File: src/common/tx_sink_params.svh
// Purpose: Constants of the transmit client packet sink
// Assumes: 40 Gb variant, four 64-bit words on the client bus
// Notes:   Definitions only
`ifndef TX_SINK_PARAMS_SVH
`define TX_SINK_PARAMS_SVH

`define WORD_W                64
`define BUS_WORDS             4
`define DATA_W                (`BUS_WORDS * `WORD_W)
`define BUS_BYTES             (`BUS_WORDS * 8)
`define EMPTY_W               5
`define FIFO_DEPTH            8
`define START_BYTE            8'hFB
`define ACCEPT_DELAY_CYCLES   0
`define PREAMBLE_CFG_OFFSET   12'h125
`define PREAMBLE_CFG_BIT      1

`endif

File: src/common/tx_sink_pkg.sv
// Purpose: Types of the transmit client packet sink
// Assumes: Constants come from tx_sink_params.svh
// Notes:   One beat is what the client hands over in one accepted cycle
`include "tx_sink_params.svh"

package tx_sink_pkg;

  typedef struct packed {
    logic [`DATA_W-1:0]  data;
    logic [`EMPTY_W-1:0] empty;
    logic                sop;
    logic                eop;
    logic                err;
  } beat_t;

  typedef enum logic [0:0] {
    ST_IDLE = 1'b0,
    ST_PKT  = 1'b1
  } pkt_state_t;

endpackage : tx_sink_pkg

File: src/common/beat_if.sv
// Purpose: Valid/ready carrier for beats between the sink and its FIFO
// Assumes: One clock for both ends
// Notes:   src drives valid and data, snk drives ready
`timescale 1ns/1ps

interface beat_if #(parameter int W = 8);
  logic         valid;
  logic         ready;
  logic [W-1:0] data;

  modport src (output valid, output data, input ready);
  modport snk (input valid, input data, output ready);
endinterface : beat_if

File: src/rtl/beat_fifo.sv
// Purpose: Synchronous FIFO of beats with valid/ready on both sides
// Assumes: DEPTH is a power of two
// Notes:   Read data is the head entry, shown combinationally
`timescale 1ns/1ps

module beat_fifo #(
  parameter int W     = 8,
  parameter int DEPTH = 8
) (
  input  wire logic clk_i,
  input  wire logic reset_n_i,
  beat_if.snk       in_b,
  beat_if.src       out_b
);
  localparam int AW = $clog2(DEPTH);

  logic [W-1:0] mem [DEPTH];
  logic [AW:0]  wr_ptr_r;
  logic [AW:0]  rd_ptr_r;
  logic         full;
  logic         empty;
  logic         push;
  logic         pop;

  assign empty       = (wr_ptr_r == rd_ptr_r);
  assign full        = (wr_ptr_r[AW] != rd_ptr_r[AW]) && (wr_ptr_r[AW-1:0] == rd_ptr_r[AW-1:0]);
  assign in_b.ready  = !full;
  assign out_b.valid = !empty;
  assign out_b.data  = mem[rd_ptr_r[AW-1:0]];
  assign push        = in_b.valid && !full;
  assign pop         = out_b.ready && !empty;

  always_ff @(posedge clk_i) begin
    if (push) begin
      mem[wr_ptr_r[AW-1:0]] <= in_b.data;
    end
  end

  always_ff @(posedge clk_i or negedge reset_n_i) begin
    if (!reset_n_i) begin
      wr_ptr_r <= '0;
    end else if (push) begin
      wr_ptr_r <= wr_ptr_r + 1'b1;
    end
  end

  always_ff @(posedge clk_i or negedge reset_n_i) begin
    if (!reset_n_i) begin
      rd_ptr_r <= '0;
    end else if (pop) begin
      rd_ptr_r <= rd_ptr_r + 1'b1;
    end
  end

  chk_full_refuses: assert property (@(posedge clk_i) disable iff (!reset_n_i)
    full |-> !in_b.ready && (wr_ptr_r - rd_ptr_r) == (AW+1)'(DEPTH))
    else $error("FIFO full flag disagrees with occupancy");
endmodule : beat_fifo

File: src/rtl/eth_mac_tx_client_packet_sink.sv
// Purpose: Transmit client packet sink of the MAC, wide-bus side
// Assumes: Client logic runs on clk_i; lanes-stable comes from the PHY side
// Notes:   Beats are buffered in an 8-entry FIFO ahead of the MAC datapath
// Contract
// RL1: All interface signals timed by one clock
// RL2: Bus is four 64-bit words wide
// RL3: Client places preamble first when pass-through on
// RL4: Client sends packet data without idle gaps
// RL5: Client holds valid from start to end
// RL6: Empty count gives unused bytes at end
// RL7: Packet starts in the most significant byte
// RL8: End marker cycle is the packet's last
// RL9: Ready high means data accepted that cycle
// RL10: Client holds valid and data until ready
// RL11: Client waits for lanes stable after reset
// RL12: Error at end corrupts the packet
// RL13: Corrupted packet flagged malformed on loopback
// RL14: Client is source, MAC is sink
// RL15: Pass-through replaces start byte, keeps rest
// RL16: Empty and error ignored outside end cycle
`timescale 1ns/1ps
`include "tx_sink_params.svh"

module eth_mac_tx_client_packet_sink
  import tx_sink_pkg::*;
(
  input  wire logic                clk_i,
  input  wire logic                reset_n_i,
  input  wire logic [`DATA_W-1:0]  tx_data_i,
  input  wire logic [`EMPTY_W-1:0] tx_empty_i,
  input  wire logic                tx_sop_i,
  input  wire logic                tx_eop_i,
  input  wire logic                tx_valid_i,
  input  wire logic                tx_error_i,
  output logic                     tx_ready_o,
  input  wire logic                tx_lanes_stable_i,
  input  wire logic                preamble_pass_en_i,
  input  wire logic                loopback_en_i,
  output logic [`DATA_W-1:0]       out_data_o,
  output logic [`EMPTY_W-1:0]      out_empty_o,
  output logic                     out_sop_o,
  output logic                     out_eop_o,
  output logic                     out_error_o,
  output logic                     out_valid_o,
  input  wire logic                out_ready_i,
  output logic                     loop_malformed_o,
  output logic                     pkt_active_o
);
  localparam int BW = $bits(beat_t);

  beat_if #(.W(BW)) in_b  ();
  beat_if #(.W(BW)) out_b ();

  logic                stable_meta_r;
  logic                stable_sync_r;
  logic                accept;
  logic                corrupt;
  logic [`DATA_W-1:0]  corrupt_mask;
  beat_t               in_beat;
  beat_t               head_beat;
  beat_t               out_q_r;
  logic                out_valid_r;
  logic                loop_malformed_r;
  pkt_state_t          pkt_state_r;
  pkt_state_t          pkt_state_nxt;

  // Lanes-stable crosses in from the PHY side
  always_ff @(posedge clk_i or negedge reset_n_i) begin
    if (!reset_n_i) begin
      stable_meta_r <= 1'b0;
      stable_sync_r <= 1'b0;
    end else begin
      stable_meta_r <= tx_lanes_stable_i;
      stable_sync_r <= stable_meta_r;
    end
  end

  // Zero accept delay: ready and acceptance share the same cycle
  assign tx_ready_o = in_b.ready && stable_sync_r; // RL9
  assign accept     = tx_valid_i && tx_ready_o; // RL9
  assign in_b.valid = tx_valid_i && stable_sync_r;
  assign corrupt    = tx_eop_i && tx_error_i; // RL12

  // Flip the last used byte of the end beat
  for (genvar b = 0; b < `BUS_BYTES; b++) begin : g_byte
    assign corrupt_mask[b*8 +: 8] =
      (corrupt && tx_empty_i == (`EMPTY_W)'(b)) ? 8'hFF : 8'h00; // RL2 RL6 RL12
  end

  always_comb begin
    in_beat      = '0;
    in_beat.data = tx_data_i ^ corrupt_mask; // RL7
    if (tx_sop_i && preamble_pass_en_i) begin
      in_beat.data[`DATA_W-1 -: 8] = `START_BYTE; // RL15
    end
    in_beat.sop = tx_sop_i;
    in_beat.eop = tx_eop_i; // RL8
    if (tx_eop_i) begin
      in_beat.empty = tx_empty_i; // RL16
      in_beat.err   = tx_error_i; // RL16
    end
  end

  assign in_b.data = in_beat;

  beat_fifo #(
    .W     (BW),
    .DEPTH (`FIFO_DEPTH)
  ) u_fifo (
    .clk_i     (clk_i),
    .reset_n_i (reset_n_i),
    .in_b      (in_b.snk),
    .out_b     (out_b.src)
  );

  // Packet tracking; end beat closes the packet
  always_comb begin
    pkt_state_nxt = pkt_state_r;
    case (pkt_state_r)
      ST_IDLE: begin
        if (accept && tx_sop_i && !tx_eop_i) begin
          pkt_state_nxt = ST_PKT;
        end
      end
      ST_PKT: begin
        if (accept && tx_eop_i) begin
          pkt_state_nxt = ST_IDLE; // RL8
        end
      end
      default: pkt_state_nxt = ST_IDLE;
    endcase
  end

  always_ff @(posedge clk_i or negedge reset_n_i) begin
    if (!reset_n_i) begin
      pkt_state_r <= ST_IDLE;
    end else begin
      pkt_state_r <= pkt_state_nxt; // RL1
    end
  end

  assign pkt_active_o = (pkt_state_r == ST_PKT);

  // Output register toward the MAC datapath
  assign head_beat   = beat_t'(out_b.data);
  assign out_b.ready = !out_valid_r || out_ready_i; // RL14

  always_ff @(posedge clk_i or negedge reset_n_i) begin
    if (!reset_n_i) begin
      out_valid_r <= 1'b0;
    end else if (out_b.ready) begin
      out_valid_r <= out_b.valid;
    end
  end

  always_ff @(posedge clk_i or negedge reset_n_i) begin
    if (!reset_n_i) begin
      out_q_r <= '0;
    end else if (out_b.ready && out_b.valid) begin
      out_q_r <= head_beat;
    end
  end

  // Corrupted packet leaving on loopback is reported malformed
  always_ff @(posedge clk_i or negedge reset_n_i) begin
    if (!reset_n_i) begin
      loop_malformed_r <= 1'b0;
    end else begin
      loop_malformed_r <= loopback_en_i && out_valid_r && out_ready_i
                          && out_q_r.eop && out_q_r.err; // RL13
    end
  end

  assign out_data_o       = out_q_r.data;
  assign out_empty_o      = out_q_r.empty;
  assign out_sop_o        = out_q_r.sop;
  assign out_eop_o        = out_q_r.eop;
  assign out_error_o      = out_q_r.err;
  assign out_valid_o      = out_valid_r;
  assign loop_malformed_o = loop_malformed_r;

  // Interface and datapath checks
  chk_ready_needs_lanes: assert property (@(posedge clk_i) disable iff (!reset_n_i) // RL11
    !$past(tx_lanes_stable_i, 2) |-> !tx_ready_o) else $error("Ready high before lanes stable");

  chk_accept_same_cycle: assert property (@(posedge clk_i) disable iff (!reset_n_i) // RL9
    accept |=> out_b.valid) else $error("Accepted beat not pushed");

  chk_start_byte_swap: assert property (@(posedge clk_i) disable iff (!reset_n_i) // RL15
    accept && tx_sop_i && preamble_pass_en_i |->
      in_beat.data[`DATA_W-1 -: 8] == `START_BYTE
      && (in_beat.data[`DATA_W-9:`DATA_W-64] ^ tx_data_i[`DATA_W-9:`DATA_W-64])
         == corrupt_mask[`DATA_W-9:`DATA_W-64])
    else $error("Start byte not replaced");

  chk_data_passes: assert property (@(posedge clk_i) disable iff (!reset_n_i) // RL7
    accept && !preamble_pass_en_i && !corrupt |-> in_beat.data == tx_data_i)
    else $error("Clean beat data altered");

  chk_fields_ignored: assert property (@(posedge clk_i) disable iff (!reset_n_i) // RL16
    accept && !tx_eop_i |-> in_beat.empty == '0 && !in_beat.err)
    else $error("Empty or error kept outside end beat");

  chk_corrupt_byte: assert property (@(posedge clk_i) disable iff (!reset_n_i) // RL12
    accept && corrupt && !tx_sop_i |->
      (in_beat.data ^ tx_data_i) == ((`DATA_W)'(8'hFF) << {tx_empty_i, 3'b000}))
    else $error("Wrong byte corrupted");

  chk_eop_closes: assert property (@(posedge clk_i) disable iff (!reset_n_i) // RL8
    accept && tx_eop_i |=> pkt_state_r == ST_IDLE) else $error("Packet open after end");

  chk_malformed_flag: assert property (@(posedge clk_i) disable iff (!reset_n_i) // RL13
    loopback_en_i && out_valid_o && out_ready_i && out_eop_o && out_error_o
      |=> loop_malformed_o) else $error("Malformed flag missing");

  chk_out_held: assert property (@(posedge clk_i) disable iff (!reset_n_i) // RL14
    out_valid_o && !out_ready_i |=> out_valid_o && $stable(out_data_o)
      && $stable(out_eop_o)) else $error("Output changed while stalled");

  chk_sop_opens: assert property (@(posedge clk_i) disable iff (!reset_n_i) // RL8
    accept && tx_sop_i && !tx_eop_i |=> pkt_active_o) else $error("Packet not opened");

  chk_mid_fields_zero: assert property (@(posedge clk_i) disable iff (!reset_n_i) // RL16
    out_valid_o && !out_eop_o |-> out_empty_o == '0 && !out_error_o)
    else $error("Empty or error leaked on mid beat");

  chk_malformed_only: assert property (@(posedge clk_i) disable iff (!reset_n_i) // RL13
    !(loopback_en_i && out_valid_o && out_ready_i && out_eop_o && out_error_o)
      |=> !loop_malformed_o) else $error("Malformed flag without cause");
endmodule : eth_mac_tx_client_packet_sink

File: config.mk
export PLATFORM = sky130hd
export DESIGN_NAME = eth_mac_tx_client_packet_sink
export DESIGN_NICKNAME = d
export VERILOG_FILES = /design/src/common/tx_sink_pkg.sv /design/src/common/beat_if.sv /design/src/rtl/beat_fifo.sv /design/src/rtl/eth_mac_tx_client_packet_sink.sv
export VERILOG_INCLUDE_DIRS = /design/src /design/src/common
export SDC_FILE = /design/constraint.sdc
export NUM_CORES = 2
export LEC_CHECK = 0
export ABC_CLOCK_PERIOD_IN_PS = 36900
export BUFFER_PORTS_ARGS = -buffer_cell sky130_fd_sc_hd__buf_2
export CORE_ASPECT_RATIO = 1.2
export CORE_MARGIN = 10
export CORE_UTILIZATION = 45
export DETAILED_ROUTE_END_ITERATION = 7
export PLACE_DENSITY_LB_ADDON = 0.08
export SLEW_MARGIN = 40
export SYNTH_ARGS = -nofsm -noshare
export SYNTH_HDL_FRONTEND = slang
export SYNTH_HIERARCHICAL = 1
export SYNTH_SLANG_ARGS = --single-unit
File: constraint.sdc
create_clock -name clk_i -period 36.9 [get_ports clk_i]
set_input_delay 5.535 -clock clk_i [delete_from_list [all_inputs] [get_ports clk_i]]
set_output_delay 5.535 -clock clk_i [all_outputs]
set_load 0.01 [all_outputs]
Yosys cells after proc, flatten, opt, wreduce, memory -nomap -nowiden

Memory sizes are Yosys's and may differ from the RTL's. A register that Yosys moved wholly into a read port is not among the register bits.
Cells that the tools add are included.

Latch bits: 0
Flip-flop bits (word level): 13
Input port bits: 271
Memories: 1
Bits in writable memories: 2112
Output and inout port bits: 268
Word-level logic and storage cells: 140
ROM bits: 0

Multipliers: 0
Shift-type cells: 0
$lt $le $gt $ge: 0
Add/sub/neg operators: 2
Div/mod/pow operators: 0
Reductions and logical operators: 54
Mux-type cells: 40
Eq/ne operators: 34
Bitwise logic cells: 2

Memories:

| name       | words | width | rd ports | clocked after memory_dff | wr ports | line            | text |
|---|---|---|---|---|---|---|---|
| u_fifo.mem | 8     | 264   | 1        | 1                        | 1        | beat_fifo.sv:17 | `logic [W-1:0] mem [DEPTH];` |

Operators with widths:

| kind                | number |
|---|---|
| $mux 8              | 33 |
| $xor 256x256->256   | 1 |
| $eq 5x5->1 const B  | 16 |
| $logic_and 1x1->1   | 47 |
| $eq 5x4->1 const B  | 8 |
| $eq 5x3->1 const B  | 4 |
| $eq 5x2->1 const B  | 2 |
| $add 4x1->4 const B | 2 |
| $eq 5x1->1 const B  | 1 |
| $logic_not 1->1     | 5 |
| $logic_not 5->1     | 1 |
| $mux 1              | 5 |
| $mux 5              | 1 |
| $eq 4x4->1          | 1 |
| $eq 3x3->1          | 1 |
| $pmux 1 s2          | 1 |
| $logic_or 1x1->1    | 1 |
| $ne 1x1->1          | 1 |
| $not 1->1           | 1 |

Depth between registers and ports, before layout

Word-level depth: 9
Gate-level depth with buffers: 8
Depth with buffers taken out: 6

Modules after synthesis

The synthesis kept the hierarchy.

Modules (own cells, without submodules):

| module                        | cells an instance | times used | seq. area each (µm²) | area an instance (µm²) |
|---|---|---|---|---|
| beat_fifo                     | 3109              | 1          | 63621.0              | 79851.6 |
| eth_mac_tx_client_packet_sink | 918               | 1          | 6731.5               | 12787.3 |

Worst setup path before layout

Ideal clock, no wire load.

Path kind: input to register
From: in tx_valid_i
To: mem u_fifo/mem[6][0] in the netlist's numbering, enable pin
Arrival: 32580 ps
Data required time: 35271 ps
Library setup time: 1629 ps
Slack: 2691 ps
Path buffers: 0
Stages: 3
Cells stage by stage: and2_1 > nand2_1 > nor4b_1

Longest elaborated chain between the ends: 4

RTL lines:

| item                         | line                                | text |
|---|---|---|
| from (decl)                  | eth_mac_tx_client_packet_sink.sv:33 | `input wire logic tx_valid_i,` |
| $logic_and 1x1->1            | eth_mac_tx_client_packet_sink.sv:81 | `assign in_b.valid = tx_valid_i && stable_sync_r;` |
| $logic_and 1x1->1            | beat_fifo.sv:30                     | `assign push = in_b.valid && !full;` |
| $mux 1                       | beat_fifo.sv:34                     | `if (push) begin` |
| $mux 1 (not written as such) | beat_fifo.sv:35                     | `mem[wr_ptr_r[AW-1:0]] <= in_b.data;` |
| to (decl)                    | beat_fifo.sv:17                     |  |

No other way between the ends.

Final worst setup path

From: in tx_valid_i
To: mem u_fifo/mem[2][129] in the netlist's numbering, enable pin

Longest elaborated chain between the ends: 4

RTL lines:

| item                         | line                                | text |
|---|---|---|
| $logic_and 1x1->1            | eth_mac_tx_client_packet_sink.sv:81 |  |
| named net in_b.valid         | beat_if.sv:7                        | `logic valid;` |
| $logic_and 1x1->1            | beat_fifo.sv:30                     |  |
| $mux 1                       | beat_fifo.sv:34                     |  |
| $mux 1 (not written as such) | beat_fifo.sv:35                     |  |

The timed path passes the listed nets, and every way through them passes these cells.

==> impl_metrics.yaml <==
timing:
  rsz0062_at_grt: "no"
  hold_violations: 0
  slew_headroom_pct: 40.5
  max_freq_ghz: 0.114
  fin_ws_ns: 28.13
  setup_viol: 0
  drv_slew: 0
  clock_skew_ns: 0.0459
  final.setup.tns_ns: 0
  post-route-min-period_ns: 8.77
  post-route-period-util_pct: 23.8
  worstMarginPinSlew_ns: 0.892
floorplan:
  dieArea_mm2: 0.224
  initial_core_util_pct: 45.2
  coreArea_mm2: 0.205
  ios: 539
  std_cell_rows: 182
  fp.dieH_um: 517
  die_w_um: 434
final_layout:
  final_common_cell: "edfxtp_1"
  syn2layout_area_growth_pct: 14.7
  drive_gt1_share_pct: 42.3
  final_cell_mix: "edfxtp_1, buf_2, mux2_2, mux4_2, dfrtp_1"
  nNetsFinal: 4971
status:
  outcome: "complete, no violations"
synth:
  synth-seq-cells: 2389
  yosysSeqAreaShare_pct: 75.9
  synth_nets: 4300
  synth_cells: 4027
  synth_warnings: 6
  ys.flop_type: "edfxtp_1"
  synthArstFlopShare_pct: 11.6
  avgSynthCellArea_um2: 23.0
  synth.distinct_cells: 45
  synth_edf_count: 2112
  synth_area_mm2: 0.0926
critical_path:
  worstSetupEndpoint: "u_fifo/mem[2][129]"
  cp.required_ns: 37.37
  cp-start-kind: "input pin"
  rrSetupSlack_ns: 31.92
  crit_type: "in2reg"
  r2r_cells: 8
  timing.rr.start: "u_fifo/rd_ptr_r[1]"
  endpoint_kind: "flop"
  worstPathMaxFanout: 51
  worstPathArrival_ns: 9.24
  reg2reg_to: "u_fifo/mem[2][129]"
  cp-startpoint: "tx_valid_i"
global_route:
  met1_usage_pct: 26.2
  grt_pass1_wl_um: 315000
  grt_antenna_before_repair: 20
  track_usage_pct: 19.1
  grt-busiest-layer: "met2"
  first_global_vias: 45100
  grt.overflow.total: 0
  met2_usage_pct: 32.1
  grt_max_degree: 105
  met3_usage_pct: 3.29
placed_design:
  io_buffers: 538
  dp_hpwl_um: 127000
  place_ws_ns: 27.19
  gp_congestion: 0.718
clocking:
  cts_setup_buffers: 0
  htreeDepth: 4
  clk_pin_slew_worst_paths_ns: 0.06
  post_cts_resized: 0
  cts_tree: "built"
  postCtsHoldBufs: 0
  numClockSinks: 2389
  cts-buffers-inserted: 233
  clk_latency_ns: 0.88
  cts_buffer_depth: 3
  cts-root-buf: "clkbuf_16"
power_and_ir_drop:
  ir_worst_vdd_uv: 58.2
  cellPowerDensity_mw_per_mm2: 76.3
  power_leakage_nw: 35.4
detailed_routing:
  via_per_inst: 5.54
  wl_um: 216000
  drt-initial-drc-count: 2879
  vias: 42000
  avgRoutedWirePerCell_um: 28.5
  drc_errors: 0
  ant_nets: 0
  first_pass_iters: 5
run:
  max_cap_viol_count: 0
hold_path:
  hold_class: "reg2reg"
  timing.hold.worst.start: "stable_meta_r"
-- kinds of logic (layout without fill, tap and decap cells) --
kind of cell,count (synthesis),after routing,share of synthesized area (%)
AOI/OAI and AO/OA,19,19,0.138
xor gates and xnor gates,260,260,2.46
adders and majority gates,2,2,0.0270
buffers and inverters,194,1069,1.32
DFF,2389,2389,75.9
muxes,1058,1058,19.3
other,0,6,0
and+or+nand+nor,105,105,0.833
-- worst max-delay path, cell delays in order --
cell     delay (ns)
buf_2          0.08
and2_1         0.36
nand2_1        0.19
nor4_2         0.32
buf_4          0.62
buf_6          0.63
buf_4          0.76
buf_4          0.64
-- metal layers --
layer	wire length, µm	up-vias	share of wire [%]
li1	-	18000	-
met1	92600	22800	43
met2	109000	934	50
met3	9880	269	4.6
met4	4650	4	2.2
met5	21	-	0.0097
-- how the worst min path moves through the flow --
stage	end	slack (ns)	depth (start not counted)
5_1_grt	stable_sync_r	0.36	0
2_1_floorplan	stable_sync_r	0.33	0
4_1_cts	stable_sync_r	0.36	0
6_report	stable_sync_r	0.35	0
3_5_place_dp	stable_sync_r	0.34	0
3_3_place_gp	stable_sync_r	0.34	0
-- cell usage after synthesis, types with 2 or more instances --
library cell  count  area share, %
edfxtp_1       2112             68
mux2_2          530            6.4
mux4_2          528             13
dfrtp_1         277            7.5
xnor2_1         182            1.7
xor2_1           78           0.74
buf_2            57           0.31
buf_6            54           0.66
clkbuf_1         40           0.16
buf_1            35           0.14
nand2_2          13          0.088
nand2_1          11          0.045
and2_1           10          0.068
nand3_1           9          0.049
o21ai_0           8          0.043
or3_1             8          0.054
nor4b_1           6          0.057
buf_4             5          0.041
nand2b_1          5          0.034
nor2_1            5          0.020
nand3_2           4          0.043
nand4_2           4          0.054
nor2_4            4          0.049
nor3_4            4          0.070
a21oi_1           3          0.016
and4bb_2          3          0.041
nand4_1           3          0.020
nor4_1            3          0.020
a311oi_1          2          0.019
a41oi_1           2          0.019
and3_1            2          0.014
ha_1              2          0.027
inv_1             2         0.0081
nand4b_1          2          0.019
nor2b_1           2          0.014
nor4_2            2          0.027
o41ai_1           2          0.019
-- where the power goes --
group,leakage (nW),switching [W],internal [W]
registers,22.3,0.000160,0.00331
logic,9.40,0.00116,0.00116
clock network,3.68,0.000995,0.00132
-- area by class of cell --
type	count	area, µm²
well taps	2668	3340
multi-input cells	1444	21100
flip-flops and latches	2389	70400
diodes	6	15.0
clock inverters	101	935
repair buffers	628	3850
clock buffers	338	6580
inverters	2	7.51
fillers	16200	98700
-- flip-flops by register name (all words and copies together) (netlist names) --
signal,cells
out_error_o,1
u_fifo/wr_ptr_r,4
out_eop_o,1
stable_sync_r,1
pkt_active_o,1
out_data_o,256
out_empty_o,5
loop_malformed_o,1
u_fifo/mem,2112
stable_meta_r,1
u_fifo/rd_ptr_r,4
out_sop_o,1
out_valid_o,1
-- metrics by stage --
step | total power (W) | hold slack, ns | util [%] | cell area, µm² | cells
after global routing | 0.00850 | 0.356 | 51.8 | 106000 | 7572
after CTS | 0.00825 | 0.356 | 51.8 | 106000 | 7566
after detailed placement | 0.00592 | 0.342 | 48.1 | 98600 | 7127
after floorplan | 0.00531 | 0.331 | - | 92600 | 4027
after global placement | 0.00588 | 0.340 | 47.9 | 98200 | 7113
final | 0.00811 | 0.353 | 51.8 | 106000 | 7576
Power figures use the tool's default switching activity.
